`src/rtl/dac_ctrl_pkg.sv`:
```
/*
  Package for the dual converter serial latch controller: word layout,
  latch address codes and reset values.
  Assumes nothing of its surroundings.
*/
package dac_ctrl_pkg;
  localparam int WORD_BITS = 16;
  localparam int CODE_BITS = 8;
  localparam int ADDR_HIGH_POS = 15;
  localparam int FAST_POS = 14;
  localparam int PWR_POS = 13;
  localparam int ADDR_LOW_POS = 12;
  localparam int CODE_MSB = 11;
  localparam int CODE_LSB = 4;
  localparam int FIFO_DEPTH = 16;
  localparam logic [4:0] BIT_COUNT_FULL = 5'h10;
  localparam logic [7:0] CODE_RESET = 8'h00;
  localparam logic [1:0] ADDR_B_AND_BUF = 2'h0;
  localparam logic [1:0] ADDR_BUF_ONLY = 2'h1;
  localparam logic [1:0] ADDR_A_AND_B = 2'h2;
  localparam logic [1:0] ADDR_RESERVED = 2'h3;
endpackage

```
`src/rtl/dual_dac_serial_latch_ctrl.sv`:
```
/*
  Serial front end and latch routing of a dual 8-bit converter.
  Assumes serial pins asynchronous to clk; link clock much slower than clk.
  Each shift clock level must last at least three clk cycles, so that the
  synchronised copy of the pin shows every edge.
*/
module dual_dac_serial_latch_ctrl
  import dac_ctrl_pkg::*;
#(
  parameter int DEPTH = FIFO_DEPTH
) (
  // clock and reset
  input wire logic clk,
  input wire logic sys_rst,
  // serial link pins
  input wire logic chip_select_n,
  input wire logic shift_clk,
  input wire logic serial_data,
  // converter side
  output logic [CODE_BITS-1:0] code_a,
  output logic [CODE_BITS-1:0] code_b,
  output logic [CODE_BITS-1:0] buffer_code,
  output logic fast_settle_select,
  output logic power_down_select,
  output logic update_strobe,
  output logic word_dropped
);
  //////////////////////////////////////////////////////////////////////////
  // parameter checks
  if (DEPTH < 2 || (1 << $clog2(DEPTH)) != DEPTH) begin : g_depth_check
    $error("DEPTH must be a power of two of at least 2");
  end
  if (CODE_MSB - CODE_LSB + 1 != CODE_BITS) begin : g_code_check
    $error("code field width differs from CODE_BITS");
  end
  if (ADDR_HIGH_POS != WORD_BITS - 1) begin : g_addr_check
    $error("high address bit must be the first bit of a word");
  end
  if (int'(BIT_COUNT_FULL) != WORD_BITS) begin : g_count_check
    $error("bit counter end differs from word length");
  end

  //////////////////////////////////////////////////////////////////////////
  // pin synchronisers
  logic [1:0] cs_sync, sck_sync, din_sync;
  logic [1:0] next_cs_sync, next_sck_sync, next_din_sync;
  logic cs_n_q, sck_q, next_cs_n_q, next_sck_q;

  // only the second stage of each chain is read past this point
  always_comb begin
    next_cs_sync = {cs_sync[0], chip_select_n};
    next_sck_sync = {sck_sync[0], shift_clk};
    next_din_sync = {din_sync[0], serial_data};
    next_cs_n_q = cs_sync[1];
    next_sck_q = sck_sync[1];
  end

  // select starts idle high, so no false rise follows reset
  always_ff @(posedge clk or posedge sys_rst) begin
    if (sys_rst) begin
      cs_sync <= 2'h3;
      sck_sync <= 2'h0;
      din_sync <= 2'h0;
      cs_n_q <= 1'b1;
      sck_q <= 1'b0;
    end else begin
      cs_sync <= next_cs_sync;
      sck_sync <= next_sck_sync;
      din_sync <= next_din_sync;
      cs_n_q <= next_cs_n_q;
      sck_q <= next_sck_q;
    end
  end

  logic sck_fall, cs_rise, sel_active;
  // select counts as low if low at either end of the sample window, so a
  // last fall that lands in the same window as the select rise is kept
  assign sel_active = !(cs_n_q && cs_sync[1]);
  assign sck_fall = sck_q && !sck_sync[1];
  assign cs_rise = !cs_n_q && cs_sync[1];

  //////////////////////////////////////////////////////////////////////////
  // shift register
  logic [WORD_BITS-1:0] shift, next_shift;
  // counter stops at a full word; later falls are ignored until select rises
  logic [4:0] bit_count, next_bit_count;
  logic word_done;
  logic [WORD_BITS-1:0] word_out;

  always_comb begin
    next_shift = shift;
    next_bit_count = bit_count;
    word_done = 1'b0;
    word_out = shift;
    if (sel_active && sck_fall && bit_count < BIT_COUNT_FULL) begin
      next_shift = {shift[WORD_BITS-2:0], din_sync[1]};
      next_bit_count = bit_count + 5'h01;
      if (next_bit_count == BIT_COUNT_FULL) begin
        word_done = 1'b1;
        word_out = next_shift;
      end
    end
    if (cs_rise) begin
      // short word: left-align received bits so fields keep their place;
      // a bit taken in this same cycle still counts toward the word
      if (next_bit_count != 5'h00 &&
          next_bit_count < BIT_COUNT_FULL) begin
        word_done = 1'b1;
        word_out = next_shift << (BIT_COUNT_FULL - next_bit_count);
      end
      next_bit_count = 5'h00;
      next_shift = '0;
    end
  end

  always_ff @(posedge clk or posedge sys_rst) begin
    if (sys_rst) begin
      shift <= '0;
      bit_count <= 5'h00;
    end else begin
      shift <= next_shift;
      bit_count <= next_bit_count;
    end
  end

  //////////////////////////////////////////////////////////////////////////
  // word buffering
  logic fifo_in_ready, fifo_out_valid;
  logic [WORD_BITS-1:0] fifo_out_data;

  // decouples word capture from routing; drained every cycle
  word_fifo #(
    .WIDTH(WORD_BITS),
    .DEPTH(DEPTH)
  ) u_fifo (
    .clk(clk),
    .sys_rst(sys_rst),
    .in_valid(word_done),
    .in_ready(fifo_in_ready),
    .in_data(word_out),
    .out_valid(fifo_out_valid),
    .out_ready(1'b1),
    .out_data(fifo_out_data)
  );

  //////////////////////////////////////////////////////////////////////////
  // latch routing
  logic [CODE_BITS-1:0] next_code_a, next_code_b, next_buffer_code;
  logic next_fast, next_pwr, next_update, next_dropped;
  logic [1:0] addr;
  logic [CODE_BITS-1:0] word_code;

  // speed and power follow every applied word, buffer-only included
  always_comb begin
    addr = {fifo_out_data[ADDR_HIGH_POS], fifo_out_data[ADDR_LOW_POS]};
    word_code = fifo_out_data[CODE_MSB:CODE_LSB];
    next_code_a = code_a;
    next_code_b = code_b;
    next_buffer_code = buffer_code;
    next_fast = fast_settle_select;
    next_pwr = power_down_select;
    next_update = 1'b0;
    next_dropped = word_done && !fifo_in_ready;
    if (fifo_out_valid && addr != ADDR_RESERVED) begin
      next_fast = fifo_out_data[FAST_POS];
      next_pwr = fifo_out_data[PWR_POS];
      next_update = 1'b1;
      unique case (addr)
        ADDR_B_AND_BUF: begin
          next_code_b = word_code;
          next_buffer_code = word_code;
        end
        ADDR_BUF_ONLY: begin
          next_buffer_code = word_code;
        end
        ADDR_A_AND_B: begin
          next_code_a = word_code;
          next_code_b = buffer_code;
        end
        default: begin
          // reserved code, already filtered above
          next_update = 1'b0;
        end
      endcase
    end
  end

  // codes are never cleared by power down, so they return on wake
  always_ff @(posedge clk or posedge sys_rst) begin
    if (sys_rst) begin
      code_a <= CODE_RESET;
      code_b <= CODE_RESET;
      buffer_code <= CODE_RESET;
      fast_settle_select <= 1'b0;
      power_down_select <= 1'b0;
      update_strobe <= 1'b0;
      word_dropped <= 1'b0;
    end else begin
      code_a <= next_code_a;
      code_b <= next_code_b;
      buffer_code <= next_buffer_code;
      fast_settle_select <= next_fast;
      power_down_select <= next_pwr;
      update_strobe <= next_update;
      word_dropped <= next_dropped;
    end
  end
endmodule

```
`src/rtl/word_fifo.sv`:
```
/*
  Word FIFO in flip-flops with valid and ready on both sides.
  Assumes one clock and an active-high asynchronous reset.
*/
module word_fifo
  import dac_ctrl_pkg::*;
#(
  parameter int WIDTH = 16,
  parameter int DEPTH = FIFO_DEPTH
) (
  // clock and reset
  input wire logic clk,
  input wire logic sys_rst,
  // fill side
  input wire logic in_valid,
  output logic in_ready,
  input wire logic [WIDTH-1:0] in_data,
  // drain side
  output logic out_valid,
  input wire logic out_ready,
  output logic [WIDTH-1:0] out_data
);
  localparam int AW = $clog2(DEPTH);

  if (DEPTH < 2 || (1 << AW) != DEPTH || WIDTH < 1) begin : g_param_check
    $error("word_fifo: depth must be a power of two of at least 2");
  end

  logic [WIDTH-1:0] mem [DEPTH];
  logic [AW:0] wr_ptr, rd_ptr, next_wr_ptr, next_rd_ptr;
  logic push, pop;

  always_comb begin
    in_ready = (wr_ptr - rd_ptr) != (AW+1)'(DEPTH);
    out_valid = wr_ptr != rd_ptr;
    out_data = mem[rd_ptr[AW-1:0]];
    push = in_valid && in_ready;
    pop = out_valid && out_ready;
    next_wr_ptr = push ? wr_ptr + 1'b1 : wr_ptr;
    next_rd_ptr = pop ? rd_ptr + 1'b1 : rd_ptr;
  end

  always_ff @(posedge clk or posedge sys_rst) begin
    if (sys_rst) begin
      wr_ptr <= '0;
      rd_ptr <= '0;
    end else begin
      wr_ptr <= next_wr_ptr;
      rd_ptr <= next_rd_ptr;
    end
  end

  always_ff @(posedge clk) begin
    if (push)
      mem[wr_ptr[AW-1:0]] <= in_data;
  end
endmodule

```
`config.mk`:
```
export PLATFORM = sky130hd
export DESIGN_NAME = dual_dac_serial_latch_ctrl
export DESIGN_NICKNAME = d
export VERILOG_FILES = /design/src/rtl/dac_ctrl_pkg.sv /design/src/rtl/dual_dac_serial_latch_ctrl.sv /design/src/rtl/word_fifo.sv
export SDC_FILE = /design/constraint.sdc
export NUM_CORES = 1
export LEC_CHECK = 0
export CAP_MARGIN = 20
export CORE_ASPECT_RATIO = 1.25
export CORE_MARGIN = 2
export CORE_UTILIZATION = 40
export CTS_CLUSTER_SIZE = 28
export DETAILED_ROUTE_END_ITERATION = 16
export DONT_BUFFER_PORTS = 1
export GPL_TIMING_DRIVEN = 1
export HOLD_SLACK_MARGIN = 0.12
export PLACE_DENSITY = 0.51
export SYNTH_ARGS = -nofsm -noshare
export SYNTH_HDL_FRONTEND = slang
export SYNTH_SLANG_ARGS = --single-unit
```
`constraint.sdc`:
```
create_clock -name clk -period 10.29 [get_ports clk]
set_input_delay 1.029 -clock clk [delete_from_list [all_inputs] [get_ports clk]]
set_output_delay 1.029 -clock clk [all_outputs]
set_load 0.02 [all_outputs]
```
==> impl_metrics.toml, run 1 <==
[clock_tree]
cts_stage_hold_buffer_count = 0
ctsHtreeMaxLevel = 1
worst_setup_hold_path_clk_slew_ns = 0.06
tritoncts.num_buffers = 27
quantity_of_gates_resized_following_cts = 0
max_root_sink_buffers = 3
post-cts-setup-buffer-count = 0
cts.sink_count = 259
tritoncts = "yes"
clock_latency_ns = 0.53
clk_root_buffer_cell = "clkbuf_16"

[power]
p_switching_w = 0.00108
power_density_mw_per_mm2 = 253
power.share.sequential_pct = 42.5
switching_share_pct = 32.8
ir_worst_vdd_v = 0.000120
cellLeakagePower_nw = 4.53
power.share.combinational_pct = 28.4
internal_power_w = 0.00221
p_clk_share_pct = 29.0

[timing]
finalWorstSetupSlack_ns = 5.09
max_slew_margin_pct = 27.3
tightest_slew_ns = 1.08
report.final.hold_viol_count = 0
report.final.setup_viol = 0
maxSlewViolCount = 0
grt_setup_unrepaired = "false"
finalWorstPathRequiredPeriod_ns = 5.20
worst_clock_skew_ns = 0.0143
max_clock_freq_ghz = 0.192
setup_tns_ns = 0
fin_crit_sh_pct = 50.5

[die]
core_region_area_mm2 = 0.0285
fp.dieArea_mm2 = 0.0304
dieWidth_um = 156
die_span_y_um = 194
row_count = 69
effective_utilization_at_floorplan_pct = 40.7
io_pins = 33

[grt]
globalRouteOverflowTotal = 0
grt_use_total_pct = 18.7
grt_first_pass_wirelength_mm = 42.5
largest_net_degree_at_the_start_of_global_routing = 68
grt_pass1_vias = 6745
antenna_found_initial = 1

[critical_path]
reg2reg_from = "bit_count[0]"
worst_r2r_endpoint = "u_fifo.mem[3][11]"
worstRegToRegCells = 11
crit_arrival_ns = 5.35
worst-endpoint-required_ns = 10.44
worstPathMaxFanout = 28
start_kind = "register"
setup.worst_path.end_class = "register"
critical_path_class = "reg2reg"
regToRegSetupSlack_ns = 5.09

[detailed_routing]
route.vias.total = 6532
wirelength_mm = 28.1
detail_route.vias_per_cell = 5.71
drc_errors = 0
drt-initial-drc-count = 509
routedWlPerCell_um = 24.6
dr.pass1.iters = 5
ant_nets = 0

[hold_path]
hold-path-cell-count = 0
holdCritStartpoint = "din_sync[0]"
timing.hold.worst.class = "reg2reg"
hold-path-endpoint = "din_sync[1]"

[synth]
synth_cell_type_count = 71
yosysWarnings = 0
synthesis.area_mm2 = 0.0116
synth-edff-count = 192
proportion_of_synthesized_chip_area_in_sequential_cells_pct = 64.2
synthesis.area_per_instance_um2 = 15.4
synth_seq_cells = 259
syn_inst = 755
ys_async_sr_fraction_pct = 25.9
synth_fp_nets = 772
dominantRegCellSynth = "edfxtp_1"

[outcome]
outcome = "completed"

[cells_and_area]
finish.net_count = 785
synthToLayoutAreaGrowth_pct = 11.8
antenna_cells = 0
fill_cells = 2510
drive_gt1_share_pct = 23.5

[place]
dp_worst_setup_slack_ns = 4.96
detailedPlacementHpwl_mm = 19.3
port_buffers = 0
gp_routability_congestion = 0.962

[job]
maxCapViolCount = 0
[registers in the layout, summed over array words and instances (netlist names)]
name and flops:
sck_sync 2, code_b 8, cs_sync 2, code_a 8, bit_count 5, u_fifo.rd_ptr 5
word_dropped 1, sck_q 1, cs_n_q 1, power_down_select 1, buffer_code 8, fast_settle_select 1
u_fifo.mem 192, update_strobe 1, u_fifo.wr_ptr 5, din_sync 2, shift 16
[synth_stat cells, types with 4 or more instances]
cell type	instances	area, um2
a21oi_1	42	210
a31oi_1	11	68.8
and3_1	6	37.5
buf_1	5	18.8
buf_2	11	55.1
clkbuf_1	24	90.1
dfrtp_1	64	1600
edfxtp_1	192	5770
ha_1	12	150
inv_1	18	67.6
mux2_2	25	282
mux2i_1	21	210
mux4_2	62	1400
nand2_1	76	285
nand2b_1	4	25.0
nand3_1	6	30.0
nand4_1	7	43.8
nor2_1	43	161
nor3_1	22	110
o21ai_0	13	65.1
o22ai_1	4	25.0
xnor2_1	11	96.3
xor2_1	4	35.0
[worst max path at each step]
stage / start / end / slack, ns / cells after the start
6_report: bit_count[0] / u_fifo.mem[3][11] / 5.09 / 11
5_1_grt: bit_count[0] / u_fifo.mem[12][11] / 4.73 / 11
3_3_place_gp: bit_count[0] / u_fifo.mem[10][10] / 5.10 / 11
4_1_cts: bit_count[0] / u_fifo.mem[9][11] / 4.93 / 11
3_5_place_dp: bit_count[0] / u_fifo.mem[9][11] / 4.96 / 11
2_1_floorplan: bit_count[1] / u_fifo.mem[3][10] / 6.10 / 12
[cells in the final DEF (no fill, tap or decap), types with 18 or more instances in the layout]
cell type / instances
nor2_1: 43
mux2_2: 25
nor3_1: 18
edfxtp_1: 192
nand2_1: 76
mux4_2: 62
a21oi_1: 42
dfrtp_1: 62
mux2i_1: 21
clkbuf_16: 27
buf_4: 24
[layer usage]
metal  vias up  global-route usage (%)  wire length (um)
li1       2946                       -                 -
met3        50                    2.32               973
met4         0                    4.49               673
met1      3345                    22.4             11100
met2       191                    35.5             15400
met5         -                       0                 0
[through the flow]
step	instances	util, %	cell area (um2)	total power [W]	hold slack, ns
floorplan	755	-	11600	0.00211	0.331
global placement	1081	42.1	12000	0.00234	0.340
detailed placement	1082	42.1	12000	0.00237	0.338
CTS	1131	45.1	12900	0.00333	0.358
global route	1143	45.5	13000	0.00346	0.361
finish	1143	45.5	13000	0.00329	0.355
[critical path, cell delays in order (launching register included)]
cell	delay, ns
dfrtp_1	0.85
ha_1	0.60
nor3b_1	0.09
o2111ai_1	0.22
a21oi_1	0.17
or2_2	0.36
ha_1	0.20
nor3b_1	0.43
o31ai_4	0.23
a32oi_2	0.53
nand2_1	0.26
nor3_2	0.87
[power groups by stage]
stage                     clock [W]  combinational, W  sequential, W
after CTS                  0.000981          0.000949        0.00140
after global routing        0.00102           0.00102        0.00142
after floorplan                   0          0.000767        0.00134
after detailed placement          0          0.000947        0.00142
after global placement            0          0.000925        0.00142
final                      0.000954          0.000935        0.00140
[cell families (layout without fill, tap and decap cells)]
kind of cell,count (synthesis),count (layout),share of synthesized area (%)
flops,259,259,64.2
simple gates,185,185,7.44
compound gates,110,110,6.60
mux,109,109,16.5
buf+inv,62,95,2.29
xor+xnor,18,18,1.65
fa+ha+maj,12,12,1.29
[area by class of cell]
class / instances / area, um2 / area share, %
Clock buffer: 32 / 694 / 5.36
Clock inverter: 17 / 174 / 1.34
Inverter: 18 / 68.8 / 0.531
Multi-Input combinational cell: 434 / 3910 / 30.1
Sequential cell: 259 / 7450 / 57.5
Tap cell: 355 / 444 / 3.43
Timing Repair Buffer: 28 / 228 / 1.76
Note: power is estimated with default switching activity, not from simulation.
==> inputs of run 2 (changes only) <==
Clock period 10.29 ns to 4.9 ns, I/O delays scaled along.
==> impl_metrics.toml, run 2 (synthesis gave the netlist of run 1 again) <==
[die]
effective_utilization_at_floorplan_pct = 40.7
dieWidth_um = 156
fp.dieArea_mm2 = 0.0304
die_span_y_um = 194
row_count = 69
io_pins = 33
core_region_area_mm2 = 0.0285

[detailed_routing]
routedWlPerCell_um = 23.3
dr.pass1.iters = 5
wirelength_mm = 27.0
ant_nets = 0
drc_errors = 0
detail_route.vias_per_cell = 5.64
drt-initial-drc-count = 454
route.vias.total = 6531

[critical_path]
setup.worst_path.end_class = "register"
crit_arrival_ns = 4.63
worst-endpoint-required_ns = 5.13
worstRegToRegCells = 12
worst_r2r_endpoint = "u_fifo.mem[1][11]"
critical_path_class = "reg2reg"
timing.critical_path.cells = "ha_1, nor3b_1, o2111ai_1, a21oi_1, or2_2, ha_1, nor3b_1, o31ai_4, a32oi_2, nand2_1, nor3_2, buf_4"
worstPathMaxFanout = 13
reg2reg_from = "bit_count[1]"
start_kind = "register"
cp_slowest_cell = "dfrtp_1"
regToRegSetupSlack_ns = 0.50
cp_slowest_stage_delay_ns = 0.56

[grt]
largest_net_degree_at_the_start_of_global_routing = 50
grt_use_total_pct = 18.0
globalRouteOverflowTotal = 0
grt_pass1_vias = 6873
antenna_found_initial = 0
grt_first_pass_wirelength_mm = 41.5

[cells_and_area]
drive_gt1_share_pct = 24.5
antenna_cells = 0
finalNonFillerCells = 1158
finish.net_count = 800
final_cell_mix = "edfxtp_1, nand2_1, mux4_2, dfrtp_1, nor2_1"
synthToLayoutAreaGrowth_pct = 13.1
fill_cells = 2487
largest_reg_flops = 192
layout_commonest_cell = "edfxtp_1"

[timing]
worst_clock_skew_ns = 0.0194
finalWorstSetupSlack_ns = 0.502
max_clock_freq_ghz = 0.227
finalWorstPathRequiredPeriod_ns = 4.40
fin_crit_sh_pct = 89.8
setup_tns_ns = 0
report.final.hold_viol_count = 0
report.final.setup_viol = 0
tightest_slew_ns = 0.979
max_slew_margin_pct = 34.5
maxSlewViolCount = 0
grt_setup_unrepaired = "false"

[clock_tree]
cts.sink_count = 259
post-cts-setup-buffer-count = 0
tritoncts = "yes"
worst_setup_hold_path_clk_slew_ns = 0.06
tritoncts.num_buffers = 27
ctsHtreeMaxLevel = 1
clk_root_buffer_cell = "clkbuf_16"
clock_latency_ns = 0.53
max_root_sink_buffers = 3

[job]
maxCapViolCount = 0

[outcome]
outcome = "completed"

[place]
port_buffers = 0
dp_worst_setup_slack_ns = 0.540
detailedPlacementHpwl_mm = 18.3
gp_routability_congestion = 0.906
placed_cells = 1105

[power]
cellLeakagePower_nw = 4.64
ir_worst_vdd_v = 0.000252
power_density_mw_per_mm2 = 529

[hold_path]
timing.hold.worst.class = "reg2reg"
hold-path-cell-count = 0
hold-path-endpoint = "din_sync[1]"
holdCritStartpoint = "din_sync[0]"
[run 2: changes by cell type in the layout (fill, tap and decap cells not counted), moves of 2 or more]
cell	previous run	this run
buf_6	3	0
dlygate4sd3_1	0	4
bufinv_16	3	5
buf_4	24	39
clkinv_2	4	8
clkinvlp_4	3	0
[run 2: worst max-delay path by stage]
stage                              to          from  cells after the start
detailed placement   u_fifo.mem[1][7]  bit_count[1]                     12
CTS                 u_fifo.mem[1][11]  bit_count[1]                     12
floorplan           u_fifo.mem[3][10]  bit_count[1]                     12
global route        u_fifo.mem[1][11]  bit_count[1]                     12
global placement     u_fifo.mem[1][5]  bit_count[1]                     12
finish              u_fifo.mem[1][11]  bit_count[1]                     12
[run 2: metal layers]
metal	up-vias	share of wire (%)	GRT usage, %
met5	-	0	0
met4	0	2.0	4.25
met1	3347	39	21.4
li1	2972	-	-
met3	41	4.4	2.27
met2	171	55	34.2
[run 2: where the power goes]
group | leakage (nW) | internal [W] | switching [W]
combinational | 1.56 | 0.000921 | 0.000965
sequential | 2.63 | 0.00255 | 0.000399
clock | 0.450 | 0.00127 | 0.000826
total | 4.64 | 0.00474 | 0.00219
[run 2: area by class of cell]
cell class | instances | area (um2) | area share, %
Sequential cell | 259 | 7450 | 56.8
Multi-Input combinational cell | 434 | 3910 | 29.8
Clock buffer | 31 | 691 | 5.27
Tap cell | 355 | 444 | 3.39
Timing Repair Buffer | 43 | 333 | 2.54
Clock inverter | 18 | 218 | 1.66
Inverter | 18 | 68.8 | 0.525
[run 2: critical path: cells and delay by family, from the launching register on]
kind            cells  cell delay, ns
simple gates        5            1.46
flops               1            0.56
fa+ha+maj           2            0.75
buf+inv             1            0.25
compound gates      4            1.06
[run 2: repair_timing]
action,4_1_cts,5_1_grt
gates resized for setup,0,0
hold buffers,4,0
endpoints found under the hold margin,24,0
[run 2: stage by stage]
stage / area (um2) / hold slack, ns / util (%) / total power [W]
finish: 13100 / 0.354 / 46.0 / 0.00693
CTS: 13100 / 0.357 / 46.0 / 0.00702
detailed placement: 12200 / 0.342 / 42.7 / 0.00491
global placement: 12200 / 0.338 / 42.7 / 0.00487
floorplan: 11600 / 0.331 / - / 0.00443
global route: 13100 / 0.361 / 46.0 / 0.00729
==> inputs of run 3 (changes only) <==
Settings changed: CORE_ASPECT_RATIO 1.25 to unset.
==> impl_metrics.toml, run 3 (synthesis gave the netlist of run 1 again) <==
[timing]
report.final.hold_viol_count = 0
maxSlewViolCount = 0
finalWorstPathRequiredPeriod_ns = 4.35
report.final.setup_viol = 0
grt_setup_unrepaired = "false"
max_clock_freq_ghz = 0.230
tightest_slew_ns = 1.00
finalHoldWorstSlack_ns = 0.103
setup_tns_ns = 0
max_slew_margin_pct = 33.0
worst_clock_skew_ns = 0.0102
fin_crit_sh_pct = 88.7

[clock_tree]
worst_setup_hold_path_clk_slew_ns = 0.07
cts.sink_count = 259
ctsHtreeMaxLevel = 1
quantity_of_gates_resized_following_cts = 0
cts_stage_hold_buffer_count = 3
tritoncts.num_buffers = 28
clock_latency_ns = 0.55
post-cts-setup-buffer-count = 0
max_root_sink_buffers = 3
tritoncts = "yes"
clk_root_buffer_cell = "clkbuf_16"

[power]
power_density_mw_per_mm2 = 528
finalPower_w = 0.00693
ir_worst_vdd_v = 0.000328
cellLeakagePower_nw = 4.63

[grt]
antenna_found_initial = 0
globalRouteOverflowTotal = 0
grt_first_pass_wirelength_mm = 41.7
grt_pass1_vias = 6733
grt_use_total_pct = 18.0
largest_net_degree_at_the_start_of_global_routing = 68

[place]
port_buffers = 0
gp_routability_congestion = 0.907
placed_cells = 1137
detailedPlacementHpwl_mm = 18.1

[detailed_routing]
dr.pass1.iters = 6
detail_route.wirelength.met1_mm = 12.2
drc_errors = 0
top_layer = "met4"
detail_route.vias_per_cell = 5.59
ant_nets = 0
wirelength_mm = 27.1
route.vias.total = 6661
met3WireLength_mm = 1.69
drt-initial-drc-count = 613
routedWlPerCell_um = 22.8
wl_met2_mm = 12.8

[die]
io_pins = 33
effective_utilization_at_floorplan_pct = 40.5
dieWidth_um = 174
die_span_y_um = 174
row_count = 62
fp.dieArea_mm2 = 0.0304
core_region_area_mm2 = 0.0286

[hold_path]
timing.hold.worst.class = "in2async"

[cells_and_area]
finish.net_count = 803
largest_reg_flops = 192
final_cell_mix = "edfxtp_1, nand2_1, mux4_2, dfrtp_1, nor2_1"
finalNonFillerCells = 1191
layout_commonest_cell = "edfxtp_1"
drive_gt1_share_pct = 24.5
antenna_cells = 0
synthToLayoutAreaGrowth_pct = 13.3

[critical_path]
crit_arrival_ns = 4.53
worstPathMaxFanout = 13
setup.worst_path.end_class = "register"
start_kind = "register"
critical_path_class = "reg2reg"
worst-endpoint-required_ns = 5.09

[outcome]
outcome = "completed"

[job]
maxCapViolCount = 0
[run 3: cell count changes in the layout (fill, tap and decap cells not counted), moves of 2 or more]
cell        change
clkinvlp_4      +2
buf_4           +3
clkinv_2        -5
clkbuf_8        +3
bufinv_16       -4
clkbuf_1        +4
[run 3: critical path: stages (launching register included)]
cell	delay, ns
dfrtp_1	0.60
ha_1	0.54
nor3b_1	0.10
o2111ai_1	0.22
a21oi_1	0.19
or2_2	0.37
ha_1	0.20
nor3b_1	0.43
o31ai_4	0.22
a32oi_2	0.43
nand4_1	0.21
inv_1	0.45
[run 3: metal layers]
metal  vias to the layer above  GRT usage [%]
met1                      3417           26.4
met5                         -              0
met3                        32           2.87
li1                       2982              -
met2                       230           28.7
met4                         0           3.78
[run 3: path summary, 6_finish.rpt]
path	depth (start not counted)	to	slack, ns	startpoint
worst min-delay path	2	sck_q	0.10	sys_rst
worst min register to register	0	din_sync[1]	0.36	din_sync[0]
worst max-delay path	11	u_fifo.mem[15][13]	0.55	bit_count[1]
min in group clk	0	din_sync[1]	0.36	din_sync[0]
worst max register to register	11	u_fifo.mem[15][13]	0.55	bit_count[1]
max in group asynchronous	2	u_fifo.rd_ptr[0]	4.09	sys_rst
[run 3: cell type report]
class	instances	area (um2)
multi-input combinational	434	3910
fill	2487	15500
clock buffer	39	772
inverter	18	68.8
timing repair buffer	45	345
tap	384	480
sequential	259	7450
clock inverter	12	118
[run 3: stage by stage]
stage | instance area [um2] | utilization (%) | setup slack, ns
2_1_floorplan | 11600 | - | 0.712
3_3_place_gp | 12200 | 42.7 | 0.698
3_5_place_dp | 12200 | 42.7 | 0.556
4_1_cts | 13100 | 45.9 | 0.545
5_1_grt | 13100 | 45.9 | 0.238
6_report | 13100 | 45.9 | 0.554
[run 3: report_power, final]
group	internal [W]	total, W	switching, W
logic	0.000934	0.00202	0.00108
registers	0.00255	0.00291	0.000361
clock network	0.00116	0.00200	0.000844
total	0.00464	0.00693	0.00229
